File: config.mk
export PLATFORM = sky130hd
export DESIGN_NAME = cesp_policy
export DESIGN_NICKNAME = d
export VERILOG_FILES = /design/src/verilog/cesp_pkg.sv /design/src/verilog/cesp_policy.sv
export SDC_FILE = /design/constraint.sdc
export NUM_CORES = 1
export LEC_CHECK = 0
export ABC_AREA = 1
export BUFFER_PORTS_ARGS = -buffer_cell sky130_fd_sc_hd__buf_2
export CAP_MARGIN = 40
export CORE_ASPECT_RATIO = 1.5
export CORE_UTILIZATION = 55
export DETAILED_ROUTE_END_ITERATION = 16
export PLACE_DENSITY = 0.87
export RECOVER_POWER = 25
export SLEW_MARGIN = 15
export SYNTH_ARGS = -nofsm -noshare
export SYNTH_HDL_FRONTEND = slang
export SYNTH_SLANG_ARGS = --single-unit
export TNS_END_PERCENT = 10
File: constraint.sdc
create_clock -name clk_i -period 4 [get_ports clk_i]
set_clock_uncertainty 0.1 [all_clocks]
set_input_delay 0.6 -clock clk_i [delete_from_list [all_inputs] [get_ports clk_i]]
set_output_delay 0.6 -clock clk_i [all_outputs]
set_load 0.01 [all_outputs]
File: src/verilog/cesp_pkg.sv
// Shared constants, state and carrier types of the link error stop policy.
package cesp_pkg;

    // Register byte addresses on the Wishbone slave.
    localparam logic [7:0]  A_CFG    = 8'h00;
    localparam logic [7:0]  A_FREQ   = 8'h04;
    localparam logic [7:0]  A_STAT   = 8'h08;
    localparam logic [7:0]  A_MASK   = 8'h0C;
    localparam logic [7:0]  A_STATE  = 8'h10;
    localparam logic [7:0]  A_TERM   = 8'h14;
    localparam logic [7:0]  A_HIST   = 8'h18;

    // Reaction modes held in link_error_reaction_select.
    localparam logic [1:0]  MODE_COAST    = 2'h0;
    localparam logic [1:0]  MODE_DECEL    = 2'h1;
    localparam logic [1:0]  MODE_RESTART  = 2'h2;
    localparam logic [1:0]  MODE_FALLBACK = 2'h3;

    // Network command source choices; SRC_AUTO stands for the 9999 setting.
    localparam logic [1:0]  SRC_SERIAL = 2'h0;
    localparam logic [1:0]  SRC_OPTION = 2'h1;
    localparam logic [1:0]  SRC_AUTO   = 2'h2;

    // Fallback frequency limits in Hz and the keep-previous code.
    localparam logic [15:0] FREQ_MAX  = 16'h0190;
    localparam logic [15:0] FREQ_PREV = 16'h270F;

    // Output terminal function codes for the minor alarm.
    localparam logic [7:0]  FN_LF_POS = 8'h62;
    localparam logic [7:0]  FN_LF_NEG = 8'hC6;
    localparam int          NTERM     = 4;

    // Displayed fault codes; the values are arbitrary.
    localparam logic [7:0]  CODE_SER  = 8'hA1;
    localparam logic [7:0]  CODE_OPT  = 8'hA2;
    localparam logic [7:0]  CODE_NONE = 8'h00;

    // Status and mask bit positions.
    localparam int          EV_ERR    = 0;
    localparam int          EV_FAULT  = 1;
    localparam int          EV_MINOR  = 2;
    localparam int          EV_CLEAR  = 3;
    localparam int          EV_CONFL  = 4;
    localparam int          NEVT      = 5;

    // Write-one trip reset bit of the configuration register.
    localparam int          CFG_TRIP_CLR = 8;

    typedef struct packed {
        logic [1:0] src_sel;
        logic       rtu_off;
        logic       retry_off;
        logic [1:0] mode;
    } cesp_cfg_s;

    localparam cesp_cfg_s   CFG_RST = '{SRC_AUTO, 1'b0, 1'b0, MODE_COAST};
    localparam logic [31:0] TERM_RST = 32'h0000_0000;
    localparam logic [NEVT-1:0] MASK_RST = 5'h00;

    typedef enum logic [2:0] {
        ST_NORMAL,
        ST_COAST,
        ST_DECEL_FLT,
        ST_FAULT,
        ST_DECEL_RST,
        ST_STOP_WAIT,
        ST_FALLBACK
    } cesp_state_e;

endpackage

File: src/verilog/cesp_policy.sv
// Link error stop policy with its Wishbone register file.
`timescale 1ns/1ps
module cesp_policy
    import cesp_pkg::*;
(
    // Clock and reset.
    input  wire logic        clk_i,
    input  wire logic        rst_i,
    // Wishbone slave.
    input  wire logic        wb_cyc_i,
    input  wire logic        wb_stb_i,
    input  wire logic        wb_we_i,
    input  wire logic [7:0]  wb_adr_i,
    input  wire logic [3:0]  wb_sel_i,
    input  wire logic [31:0] wb_dat_i,
    output logic      [31:0] wb_dat_o,
    output logic             wb_ack_o,
    output logic             irq_o,
    // Link error events.
    input  wire logic        net_mode_i,
    input  wire logic        option_present_i,
    input  wire logic        err_on_option_i,
    input  wire logic        retry_excess_i,
    input  wire logic        signal_loss_i,
    input  wire logic        err_clear_i,
    // Drive state.
    input  wire logic        motor_stopped_i,
    input  wire logic [15:0] cur_freq_i,
    input  wire logic        run_cmd_i,
    input  wire logic [15:0] speed_cmd_i,
    input  wire logic        low_speed_input_i,
    // Drive reaction.
    output logic             coast_o,
    output logic             decel_o,
    output logic             fallback_o,
    output logic      [15:0] run_freq_o,
    output logic             hold_cmd_o,
    output logic             held_run_o,
    output logic      [15:0] held_speed_o,
    // Indication and fault outputs.
    output logic             fault_disp_o,
    output logic      [7:0]  fault_code_o,
    output logic             fault_relay_signal_o,
    output logic             alarm_bit_o,
    output logic             minor_link_alarm_o,
    output logic [NTERM-1:0] term_o,
    // Fault history strobes.
    output logic             hist_commit_o,
    output logic             hist_temp_o,
    output logic             hist_restore_o
);

    cesp_cfg_s         cfg_r;
    logic [15:0]       fb_set_r;
    logic [NEVT-1:0]   stat_r;
    logic [NEVT-1:0]   mask_r;
    logic [31:0]       term_fn_r;
    logic [7:0]        hist_r;
    logic [7:0]        temp_r;
    logic              temp_vld_r;
    cesp_state_e       st_r;
    cesp_state_e       st_nxt;
    logic [7:0]        code_r;
    logic              ack_r;
    logic [31:0]       rdat_r;
    logic              fault_r;
    logic              lf_r;
    logic              commit_r;
    logic              temp_wr_r;
    logic              restore_r;
    logic [15:0]       freq_r;
    logic              run_h_r;
    logic [15:0]       spd_h_r;
    logic              trip_clr;

    logic              wr_en;
    logic [31:0]       wmask;
    logic              conflict;
    logic              link_ok;
    logic              trig;
    logic [1:0]        eff_mode;
    logic              fb_skip;
    logic [15:0]       fb_freq;
    logic [NEVT-1:0]   ev;

    // Wishbone handshake: one wait cycle, ack drops after one cycle.
    assign wr_en = wb_cyc_i && wb_stb_i && wb_we_i && !ack_r;
    always_comb
    begin
        for (int b = 0; b < 4; b++)
        begin
            wmask[b*8 +: 8] = {8{wb_sel_i[b]}};
        end
    end
    assign trip_clr = wr_en && wb_adr_i == A_CFG && wb_sel_i[1]
                      && wb_dat_i[CFG_TRIP_CLR];

    always_ff @(posedge clk_i)
    begin
        if (rst_i)
            ack_r <= 1'b0;
        else
            ack_r <= wb_cyc_i && wb_stb_i && !ack_r;
    end

    always_ff @(posedge clk_i)
    begin
        if (rst_i)
        begin
            cfg_r     <= CFG_RST;
            fb_set_r  <= FREQ_PREV;
            mask_r    <= MASK_RST;
            term_fn_r <= TERM_RST;
        end
        else if (wr_en)
        begin
            unique case (wb_adr_i)
                A_CFG:
                    if (wb_sel_i[0])
                        cfg_r <= wb_dat_i[5:0];
                A_FREQ:
                    fb_set_r <= (fb_set_r & ~wmask[15:0])
                                | (wb_dat_i[15:0] & wmask[15:0]);
                A_MASK:
                    if (wb_sel_i[0])
                        mask_r <= wb_dat_i[NEVT-1:0];
                A_TERM:
                    term_fn_r <= (term_fn_r & ~wmask) | (wb_dat_i & wmask);
                default: ;
            endcase
        end
    end

    always_ff @(posedge clk_i)
    begin
        if (rst_i)
        begin
            rdat_r <= 32'h0000_0000;
        end
        else
        begin
            unique case (wb_adr_i)
                A_CFG:   rdat_r <= {26'h0, cfg_r};
                A_FREQ:  rdat_r <= {16'h0, fb_set_r};
                A_STAT:  rdat_r <= {27'h0, stat_r};
                A_MASK:  rdat_r <= {27'h0, mask_r};
                A_STATE: rdat_r <= {16'h0, code_r, 5'h0, st_r};
                A_TERM:  rdat_r <= term_fn_r;
                A_HIST:  rdat_r <= {15'h0, temp_vld_r, temp_r, hist_r};
                default: rdat_r <= 32'h0000_0000;
            endcase
        end
    end
    assign wb_ack_o = ack_r;
    assign wb_dat_o = rdat_r;

    // Error qualification against the command source link.
    assign conflict = cfg_r.src_sel == SRC_AUTO && option_present_i;
    assign link_ok  = err_on_option_i ? cfg_r.src_sel == SRC_OPTION
                      : (cfg_r.src_sel == SRC_SERIAL
                         || (cfg_r.src_sel == SRC_AUTO
                             && !option_present_i));
    assign trig = net_mode_i && (retry_excess_i || signal_loss_i)
                  && (link_ok || conflict);
    assign eff_mode = conflict ? MODE_COAST : cfg_r.mode;
    assign fb_skip  = cfg_r.retry_off && cfg_r.rtu_off;
    // Out-of-range settings behave as the initial setting.
    assign fb_freq = (fb_set_r <= FREQ_MAX) ? fb_set_r : cur_freq_i;

    always_comb
    begin
        st_nxt = st_r;
        unique case (st_r)
            ST_NORMAL:
                if (trig)
                    unique case (eff_mode)
                        MODE_COAST:   st_nxt = ST_COAST;
                        MODE_DECEL:   st_nxt = ST_DECEL_FLT;
                        MODE_RESTART: st_nxt = ST_DECEL_RST;
                        MODE_FALLBACK:
                            if (!fb_skip)
                                st_nxt = ST_FALLBACK;
                    endcase
            ST_COAST, ST_FAULT:
                if (trip_clr)
                    st_nxt = ST_NORMAL;
            ST_DECEL_FLT:
                if (motor_stopped_i)
                    st_nxt = ST_FAULT;
            ST_DECEL_RST:
                if (err_clear_i)
                    st_nxt = ST_NORMAL;
                else if (motor_stopped_i)
                    st_nxt = ST_STOP_WAIT;
            ST_STOP_WAIT, ST_FALLBACK:
                if (err_clear_i)
                    st_nxt = ST_NORMAL;
            default: st_nxt = ST_NORMAL;
        endcase
    end

    always_ff @(posedge clk_i)
    begin
        if (rst_i)
            st_r <= ST_NORMAL;
        else
            st_r <= st_nxt;
    end

    // Reaction outputs and held commands.
    always_ff @(posedge clk_i)
    begin
        if (rst_i)
        begin
            code_r  <= CODE_NONE;
            freq_r  <= 16'h0000;
            run_h_r <= 1'b0;
            spd_h_r <= 16'h0000;
        end
        else if (st_r == ST_NORMAL && st_nxt != ST_NORMAL)
        begin
            code_r  <= (err_on_option_i && !conflict)
                       ? CODE_OPT : CODE_SER;
            freq_r  <= fb_freq;
            run_h_r <= run_cmd_i;
            spd_h_r <= speed_cmd_i;
        end
    end

    always_ff @(posedge clk_i)
    begin
        if (rst_i)
        begin
            fault_r <= 1'b0;
            lf_r    <= 1'b0;
        end
        else
        begin
            fault_r <= st_nxt == ST_COAST || st_nxt == ST_FAULT;
            lf_r    <= st_nxt == ST_FALLBACK;
        end
    end

    assign coast_o      = st_r == ST_COAST;
    assign decel_o      = st_r == ST_DECEL_FLT || st_r == ST_DECEL_RST
                          || st_r == ST_FAULT
                          || st_r == ST_STOP_WAIT;
    assign fallback_o   = st_r == ST_FALLBACK;
    assign run_freq_o   = freq_r;
    assign hold_cmd_o   = st_r == ST_DECEL_RST || st_r == ST_STOP_WAIT
                          || st_r == ST_FALLBACK;
    assign held_run_o   = run_h_r;
    assign held_speed_o = spd_h_r;
    assign fault_disp_o = st_r == ST_COAST || st_r == ST_FAULT
                          || st_r == ST_STOP_WAIT;
    assign fault_code_o = fault_disp_o ? code_r : CODE_NONE;
    assign fault_relay_signal_o = fault_r;
    assign alarm_bit_o          = fault_r;
    assign minor_link_alarm_o   = lf_r;

    genvar t;
    generate
        for (t = 0; t < NTERM; t++)
        begin : g_term
            assign term_o[t] = (term_fn_r[t*8 +: 8] == FN_LF_POS && lf_r)
                               || (term_fn_r[t*8 +: 8] == FN_LF_NEG
                                   && !lf_r);
        end
    endgenerate

    // Fault history: committed record plus a temporary overlay.
    always_ff @(posedge clk_i)
    begin
        if (rst_i)
        begin
            hist_r     <= CODE_NONE;
            temp_r     <= CODE_NONE;
            temp_vld_r <= 1'b0;
            commit_r   <= 1'b0;
            temp_wr_r  <= 1'b0;
            restore_r  <= 1'b0;
        end
        else
        begin
            commit_r  <= !fault_r && (st_nxt == ST_COAST
                                      || st_nxt == ST_FAULT);
            temp_wr_r <= st_r != st_nxt && (st_nxt == ST_STOP_WAIT
                         || st_nxt == ST_FALLBACK);
            restore_r <= temp_vld_r && st_nxt == ST_NORMAL
                         && st_r != ST_NORMAL;
            if (commit_r)
            begin
                hist_r <= code_r;
            end
            if (temp_wr_r)
            begin
                temp_r     <= code_r;
                temp_vld_r <= 1'b1;
            end
            else if (restore_r)
            begin
                temp_vld_r <= 1'b0;
            end
        end
    end
    assign hist_commit_o  = commit_r;
    assign hist_temp_o    = temp_wr_r;
    assign hist_restore_o = restore_r;

    // Sticky events; a set in the clearing cycle wins.
    assign ev[EV_ERR]   = st_r == ST_NORMAL && st_nxt != ST_NORMAL;
    assign ev[EV_FAULT] = commit_r;
    assign ev[EV_MINOR] = temp_wr_r && lf_r;
    assign ev[EV_CLEAR] = restore_r;
    assign ev[EV_CONFL] = net_mode_i && conflict;

    always_ff @(posedge clk_i)
    begin
        if (rst_i)
            stat_r <= '0;
        else if (wr_en && wb_adr_i == A_STAT && wb_sel_i[0])
            stat_r <= (stat_r & ~wb_dat_i[NEVT-1:0]) | ev;
        else
            stat_r <= stat_r | ev;
    end
    assign irq_o = |(stat_r & mask_r);
endmodule

==> results.md, run 1 <==
- Status: finished with violations
- Failing checks: max-capacitance violations, max-slew violations
- Required time of the critical path: ~4.2 ns
- Routed Antenna Nets: 0
- Post-synth EDFFs: 0
- Grt total ovfl: 0
- Row cnt: 47
- # diodes: 0
- Area after DPL: 7280 um2
- Endpoint class of the critical path: flip-flop
- Htree depth: 4
- Int Power: 2.62 mW
- YS warnings: 0
- Seq pwr share: 0.450
- Post-CTS setup buffers: 0
- Share of layout cells above drive strength 1: 0.214
- Via count: 6,225
- Final Cell Area: around 8000 um2
- Initial antenna violation count: 0
- Slowest stage cell, crit path: clkbuf_1
- Hold-fix buffers, CTS: 0
- Initial detailed-routing violation count: 340
- Critical Path AT: roughly 3 ns
- Worst-margin pin slew: roughly 2.4 ns
- Final setup violation count: 0
- Final Util: 0.698
- Total chip power: 3.56 mW
- Cell count after placement: around 1,200
- Synth area leader: dfxtp_1
- Core area: 11,200 um2
- Resize count post-CTS: 0
- Setup Crit Path Kind: in2reg
- Final WS setup: roughly 1.2 ns
- Clock latency on the worst-skew pair: between 0.4 and 0.5 ns
- Mapped cell area: 6380 um2
- Worst Path Max Fanout: 50
- Crit path cell chain: clkbuf_1, clkbuf_1, nor2_1, nand3_1, o22ai_1, nand2_1, inv_1
- Post-Syn Instances: just under 900
- Port Buffers: about 170
- RSZ-0062 raised after global routing: no
- GR Util All Layers: 0.277
- Area contributors post-synth: dfxtp_1, nand2_1, nor2_1, inv_1, a21oi_1
- Fmax: 359 MHz
- Largest net degree at the start of global routing: 62
- Via density: 5.21
- Place WS: 1.32 ns
- TritonCTS buffer count: 17
- Starting Density: 0.571
- Max Cap Viol: 1
- Most common cell in the synthesized netlist: nand2_1
- Switching pwr: around 940 uW
- Max Buffers Root-to-Sink: 2
- CTS tree: done
- Commonest cells post-synth: nand2_1, nor2_1, dfxtp_1, inv_1, a21oi_1
- Pins over their slew limit: 51
- Final non-filler cell total: 1,195
- Routability cong.: 0.933
- Hold Crit Class: in2reg
- Initial DRT Pass Iterations: 5
- #FFs+latches synth: 148
- Die area: 12,000 um2
- Sw Share: 0.263
- Die Wd: 89.9 um
- Worst hold slack: 0.308 ns
- Mean Syn Cell Area: between 7 and 8 um2
- Crit path time final: 2.79 ns
- Logic pwr share: 0.137
- Slew margin rel.: -0.577
- DR DRC count: 0
- CP max stage delay: 1.68 ns
- First-pass GRT wire length: around 27,000 um
- Setup TNS: 0 ns
- Share of the yosys chip area belonging to registers: 0.464
- Clock sink count: 148
- Wire length per cell: 13.8 um
- Clock slew at reported path FFs: 0.06 ns
- Leak: about 3.6 nW
- P per Cell Area: 456 nW/um2
- Startpoint types: primary input
- Top Ports: 180
- Synth top area share: 0.464
- Final period util: 0.697
- Ys flop type: dfxtp_1
- Final HPWL from detailed placement: between 10,000 and 15,000 um
- Cell mode on critical path: clkbuf_1
- # nets final: around 1,100
- Root Driver: clkbuf_16
- Fill cells: 952
- Peak VDD IR: 0.378 mV
- Routed wire length: about 17,000 um
- Final hold viol count: 0
- Post-synth ARST share: 0
- Clock Power Share: 0.413
- Vias in the first global route: 5,913
- Die Height: 134 um
- Post-synth cell types: 46
- Layout area overhead: 22.3%
-- placed cells by master (no fill, tap or decap), types with 3 or more instances in the layout --
cell          n
conb_1        4
buf_2       140
clkinv_2      5
o22ai_1       5
dfxtp_1     148
nor2_1      157
a211oi_1     12
a21oi_1      64
nand4_1       4
a221oi_1      8
o21ai_0      58
nand2_1     158
nor3_1       20
nand2_2      23
clkinvlp_4    3
nand3_1      23
buf_4         3
inv_1       102
clkbuf_1     39
clkbuf_16    17
inv_2         5
nor2_2        9
nor2_4        3
o211ai_1      7
-- final timing paths --
kind                                       to  cells after the start    startpoint  slack [ns]
worst min-delay path                flip-flop                      3  wb_dat_i[13]        0.31
worst min register to register  hist_commit_o                      1   alarm_bit_o        0.35
worst max register to register      stat_r[0]                      9       st_r[2]        1.76
worst max-delay path              hist_temp_o                      7         rst_i        1.21
-- final cells by class --
class | instances | area, um2 | share of cell area
multi-input combinational | 580 | 2820 | 0.361
timing repair buffer | 180 | 886 | 0.114
clock buffer | 22 | 464 | 0.0595
inverter | 109 | 410 | 0.0526
sequential | 148 | 2960 | 0.380
tap | 147 | 184 | 0.0236
clock inverter | 9 | 81.3 | 0.0104
-- power by group through the flow --
| stage | clock network [mW] | logic, mW | registers, mW |
|---|---|---|---|
| floorplan | 0 | 0.295 | 1.66 |
| global placement | 0 | 0.467 | 1.63 |
| detailed placement | 0 | 0.479 | 1.63 |
| CTS | 1.48 | 0.481 | 1.60 |
| global route | 1.55 | 0.550 | 1.61 |
| finish | 1.47 | 0.489 | 1.60 |
-- critical path, delay by kind of cell --
kind / cells / cell delay (ns)
simple gates: 3 / 0.48
compound gates: 1 / 0.08
buf+inv: 3 / 1.82
-- per-layer routing --
metal	GRT usage	routed length [um]
met1	0.289	6370
met2	0.506	8420
met3	0.0624	1030
met4	0.167	706
met5	0	0
-- kinds of logic (layout without fill, tap and decap cells) --
group,count (synthesis),in the layout,share of synthesized area
simple gates,408,408,0.284
compound gates,166,166,0.152
flops,148,148,0.464
buf+inv,146,320,0.0963
mux,2,2,0.00314
other cells,1,4,0.000588
Power figures use the tool's default switching activity.
==> inputs of run 2 (changes only) <==
- CORE_UTILIZATION: 55 -> 52
- PLACE_DENSITY: 0.87 -> 0.83
- clock period: 4 -> 2.8 ns (I/O delays scaled with it)
==> run 2 against run 1 <==
  * The run now ends clean
  * Final area grew 1.6%
  * Wire length up 0.51%
  * Via count down 1.0%
  * Combinational power is 43% higher
  * Utilization decreased by 3.6 points
  * Cell count up 1.0%
  * First-iteration DRC count rose by 2.6%
  * Sequential share of layout area shrank 0.58 points
  * Global-route usage fell by 1.2 points
  * Critical path type is now reg2out
==> results.md, run 2 (synthesis gave the netlist of run 1 again) <==
- Critical Path AT: 1.80 ns
- # diodes: 0
- Root Driver: clkbuf_16
- Initial DRT Pass Iterations: 5
- Starting Density: 0.534
- Max Cap Viol: 0
- Largest net degree at the start of global routing: 62
- Die area: about 13,000 um2
- Layout area overhead: 24.2%
- Required time of the critical path: 2.28 ns
- Startpoint types: flip-flop
- Final non-filler cell total: ~1,200
- Slew margin rel.: 0.263
- Routability cong.: 0.905
- P per Cell Area: ~680 nW/um2
- Initial antenna violation count: 0
- Max Buffers Root-to-Sink: 2
- Final setup violation count: 0
- Top Ports: 180
- Setup Crit Path Kind: reg2out
- Setup TNS: 0 ns
- Reg-to-reg slack, setup: about 0.54 ns
- CP max stage delay: approximately 0.52 ns
- First-pass GRT wire length: 26,400 um
- Reg2Reg Depth: 13
- Endpoint class of the critical path: output port
- Critical Path Start: st_r[2]
- Hold-fix buffers, CTS: 0
- Most frequent cells in the layout: nor2_1, nand2_1, dfxtp_1, buf_2, inv_1
- Port Buffers: 174
- Cell count after placement: ~1,200
- Die Wd: 92.5 um
- Resize count post-CTS: 0
- Grt total ovfl: 0
- CTS tree: done
- Fmax: roughly 430 MHz
- Share of layout cells above drive strength 1: 0.220
- Worst-margin pin slew: 1.10 ns
- Status: finished, final reports clean
- Routed wire length: 16,600 um
- Fill cells: 1,071
- DR DRC count: 0
- GR Util All Layers: 0.265
- Htree depth: 4
- Hold Crit Class: in2reg
- Crit path time final: 2.32 ns
- # nets final: roughly 1,100
- Core area: 12,000 um2
- Final HPWL from detailed placement: 12,000 um
- Vias in the first global route: 5,760
- Initial detailed-routing violation count: 349
- Worst R2R Start: st_r[2]
- Hold-critical path depth: 3
- Post-CTS setup buffers: 0
- Final period util: 0.830
- Slowest stage cell, crit path: dfxtp_1
- Via density: 5.10
- Worst Path Max Fanout: 9
- Worst hold slack: 0.138 ns
- Crit path cell chain: clkinv_2, o21ai_0, nor2_1, buf_2
- Routed Antenna Nets: 0
- RSZ-0062 raised after global routing: no
- Via count: 6,160
- Leak: roughly 3.7 nW
- Final hold viol count: 0
- Pins over their slew limit: 0
- TritonCTS buffer count: 17
- Clock latency on the worst-skew pair: 0.42 ns
- Clock sink count: 148
- Wire length per cell: around 14 um
- Die Height: 138 um
- Peak VDD IR: 0.486 mV
- Clock slew at reported path FFs: ~0.060 ns
- Hold wc startpoint: wb_stb_i
- Row cnt: 49
run 2: where the power goes:
group          internal [mW]  leakage [nW]  total [mW]  switching [mW]
clock                   1.52         0.305        2.40           0.883
combinational          0.264          2.19       0.700           0.436
sequential              2.23          1.20        2.29          0.0623
run 2: path summary, 6_finish.rpt:
check / to
max: fault_code_o[5]
min: wb_ack_o
max reg2reg: run_freq_o[15]
min reg2reg: hist_commit_o
run 2: metal layers:
metal  track usage  up-vias  routed length (um)
li1              -     3114                   -
met2         0.477      213                8480
met3        0.0646       41                 994
met5             0        -                   0
met1         0.282     2792                6490
met4         0.148        0                 641
run 2: layout make-up:
cell class,instances,area [um2],area share
Sequential cell,148,2960,0.374
Clock inverter,12,178,0.0224
Clock buffer,20,447,0.0564
Inverter,109,410,0.0518
Timing Repair Buffer,185,923,0.117
Multi-Input combinational cell,580,2810,0.355
Tap cell,153,191,0.0242
run 2: critical path: cells and delay by family (launching register included):
family | cells | cell delay [ns]
AO/OA/AOI/OAI | 1 | 0.41
buffers and inverters | 2 | 0.36
flip-flops | 1 | 0.52
AND/OR/NAND/NOR | 1 | 0.10
run 2: stage by stage:
stage / instance area (um2) / util / total power, mW / worst slack, ns
detailed placement: 7340 / 0.614 / 3.02 / 0.358
global placement: 7340 / 0.614 / 3.00 / 0.405
CTS: 7960 / 0.666 / 5.41 / 0.335
finish: 7930 / 0.663 / 5.39 / 0.475
floorplan: 6390 / - / 2.80 / 0.905
global route: 7930 / 0.663 / 5.60 / 0.279
==> inputs of run 3 (changes only) <==
- CORE_UTILIZATION: 52 -> 47
- PLACE_DENSITY: 0.83 -> 0.79
- clock period: 2.8 -> 1.9 ns (I/O delays scaled with it)
==> run 3 against run 2 <==
  * Hold slack got worse by 0.12 ns
  * Sequential share of layout area down 3.0 points
  * Sequential power increased by 48%
  * Final area up 9.3%
  * Cell count grew 4.7%
  * Clock-buffer cell count is 2 lower
  * Register-to-register slack worse by 0.48 ns
  * Largest power group unchanged
  * Highest routed layer unchanged
  * Via count up 4.3%
  * Wire length up 8.2%
==> results.md, run 3 (synthesis gave the netlist of run 1 again) <==
- Via count: 6,427
- Die Height: 145 um
- Status: finished, final reports clean
- Largest net degree at the start of global routing: 49
- Grt peak-use layer: met2
- Layout area overhead: 35.7%
- Initial detailed-routing violation count: 400
- Hold Crit Class: in2reg
- Top Ports: between 150 and 200
- Final non-filler cell total: between 1,000 and 1,500
- FF-to-FF End: held_speed_o[10]
- Required time of the critical path: 2.10 ns
- Pins over their slew limit: 0
- Max Cap Viol: 0
- CP max stage delay: 0.38 ns
- Worst Path Max Fanout: 7
- Reg-to-reg slack, setup: 0.06 ns
- Worst setup path endpoint: held_speed_o[10]
- Max Buffers Root-to-Sink: 2
- Routed Antenna Nets: 0
- Fmax: 542 MHz
- # diodes: 0
- Die area: approximately 14,000 um2
- # nets final: 1,187
- Core area: approximately 13,000 um2
- GR Util All Layers: 0.251
- Final hold viol count: 0
- Peak VDD IR: 0.630 mV
- Clock slew at reported path FFs: 0.06 ns
- Final period util: 0.971
- Via density: 5.08
- Worst R2R Start: cfg_r[5]
- Slowest stage cell, crit path: dfxtp_4
- Final HPWL from detailed placement: 12,900 um
- DR DRC count: 0
- Critical Path AT: 2.04 ns
- Initial DRT Pass Iterations: 6
- Clock latency on the worst-skew pair: 0.41 ns
- Routed wire length: 18,000 um
- Total chip power: roughly 8.3 mW
- Worst hold slack: 0.0145 ns
- Final setup violation count: 0
- Reg2Reg Depth: 14
- First-pass GRT wire length: ~28,000 um
- Cell count after placement: around 1,200
- Initial antenna violation count: 0
- RSZ-0062 raised after global routing: yes
- Largest delay share family, worst path: simple AND/OR/NAND/NOR gates
- CP bufs+invs: 2
- TritonCTS buffer count: 17
- Cell mode on critical path: nand2_2
- Most frequent cells in the layout: buf_2, nand2_1, nor2_1, dfxtp_1, inv_1
- Crit path time final: 1.84 ns
- Root Driver: clkbuf_16
- P per Cell Area: 953 nW/um2
- Share of layout cells above drive strength 1: 0.323
- Endpoint class of the critical path: flip-flop
- Leak: just over 4 nW
- Grt total ovfl: 0
- Clock sink count: 148
- Htree depth: 4
- CTS tree: done
- Routability cong.: 0.909
- GR Util met1: 0.254
- Row cnt: 51
- Crit path cell chain: inv_2, nand2_2, nand2_2, nand2_2, nor2_4, nand3_1, nand3_2, nand2_4, nor2_4, nor2_8, clkbuf_16, nand2_2, nand2_1, nor2_1
- Most common cell after layout, fill and taps aside: buf_2
- Critical Path Start: cfg_r[5]
- Wire length per cell: 14.2 um
- Starting Density: 0.488
- Startpoint types: flip-flop
- GR met2 Demand/Resource: 0.471
- Port Buffers: 174
- Hold-critical path depth: 3
- Vias in the first global route: 6,116
- Die Wd: 97.1 um
- Met3 track demand over resource: 0.0557
- Setup Crit Path Kind: reg2reg
- WP depth: 14
run 3: timing repair:
item | 4_1_cts | 5_1_grt
hold buffers | 1 | 0
buffers inserted | 0 | 6
gates cloned | 0 | 3
pin swaps | 0 | 6
hold endpoints to repair | 1 | 0
endpoints found under the setup margin | 37 | 46
gates resized for setup | 4 | 55
run 3: final cells by class:
| type | instances | area [um2] |
|---|---|---|
| clock buffers | 18 | 439 |
| flip-flops and latches | 148 | 2980 |
| repair buffers | 241 | 1480 |
| fillers | 1119 | 4420 |
| inverters | 109 | 419 |
| well taps | 159 | 199 |
| multi-input cells | 580 | 2970 |
| clock inverters | 9 | 183 |
run 3: metrics by stage:
stage               TNS, ns  area [um2]  utilization  setup slack (ns)
floorplan                 0        6390            -            0.0906
global placement     -0.692        7720        0.590           -0.0419
detailed placement    -1.49        7720        0.590           -0.0783
CTS                       0        8360        0.639           0.00623
global route         -0.911        8660        0.662           -0.0553
finish                    0        8660        0.662            0.0556
run 3: layer usage:
metal,part of all wire,vias up
li1,-,3234
met1,0.38,2902
met2,0.52,245
met3,0.062,46
met4,0.039,0
met5,0,-
run 3: worst min-delay path: stages:
cell and delay, ns:
buf_2 0.09, nand2_1 0.05, o211ai_1 0.07
run 3: worst min path at each step:
stage            startpoint            end  slack [ns]
6_report        wb_dat_i[3]      flip-flop        0.01
4_1_cts         wb_dat_i[3]      flip-flop       0.002
2_1_floorplan      wb_stb_i       wb_ack_o        0.30
3_5_place_dp       wb_ack_o       wb_ack_o        0.34
5_1_grt        wb_dat_i[13]      flip-flop        0.02
3_3_place_gp    alarm_bit_o  hist_commit_o        0.33
run 3: where the power goes:
group / internal, mW / switching (mW)
sequential: 3.28 / 0.0960
clock: 2.33 / 1.25
combinational: 0.579 / 0.722
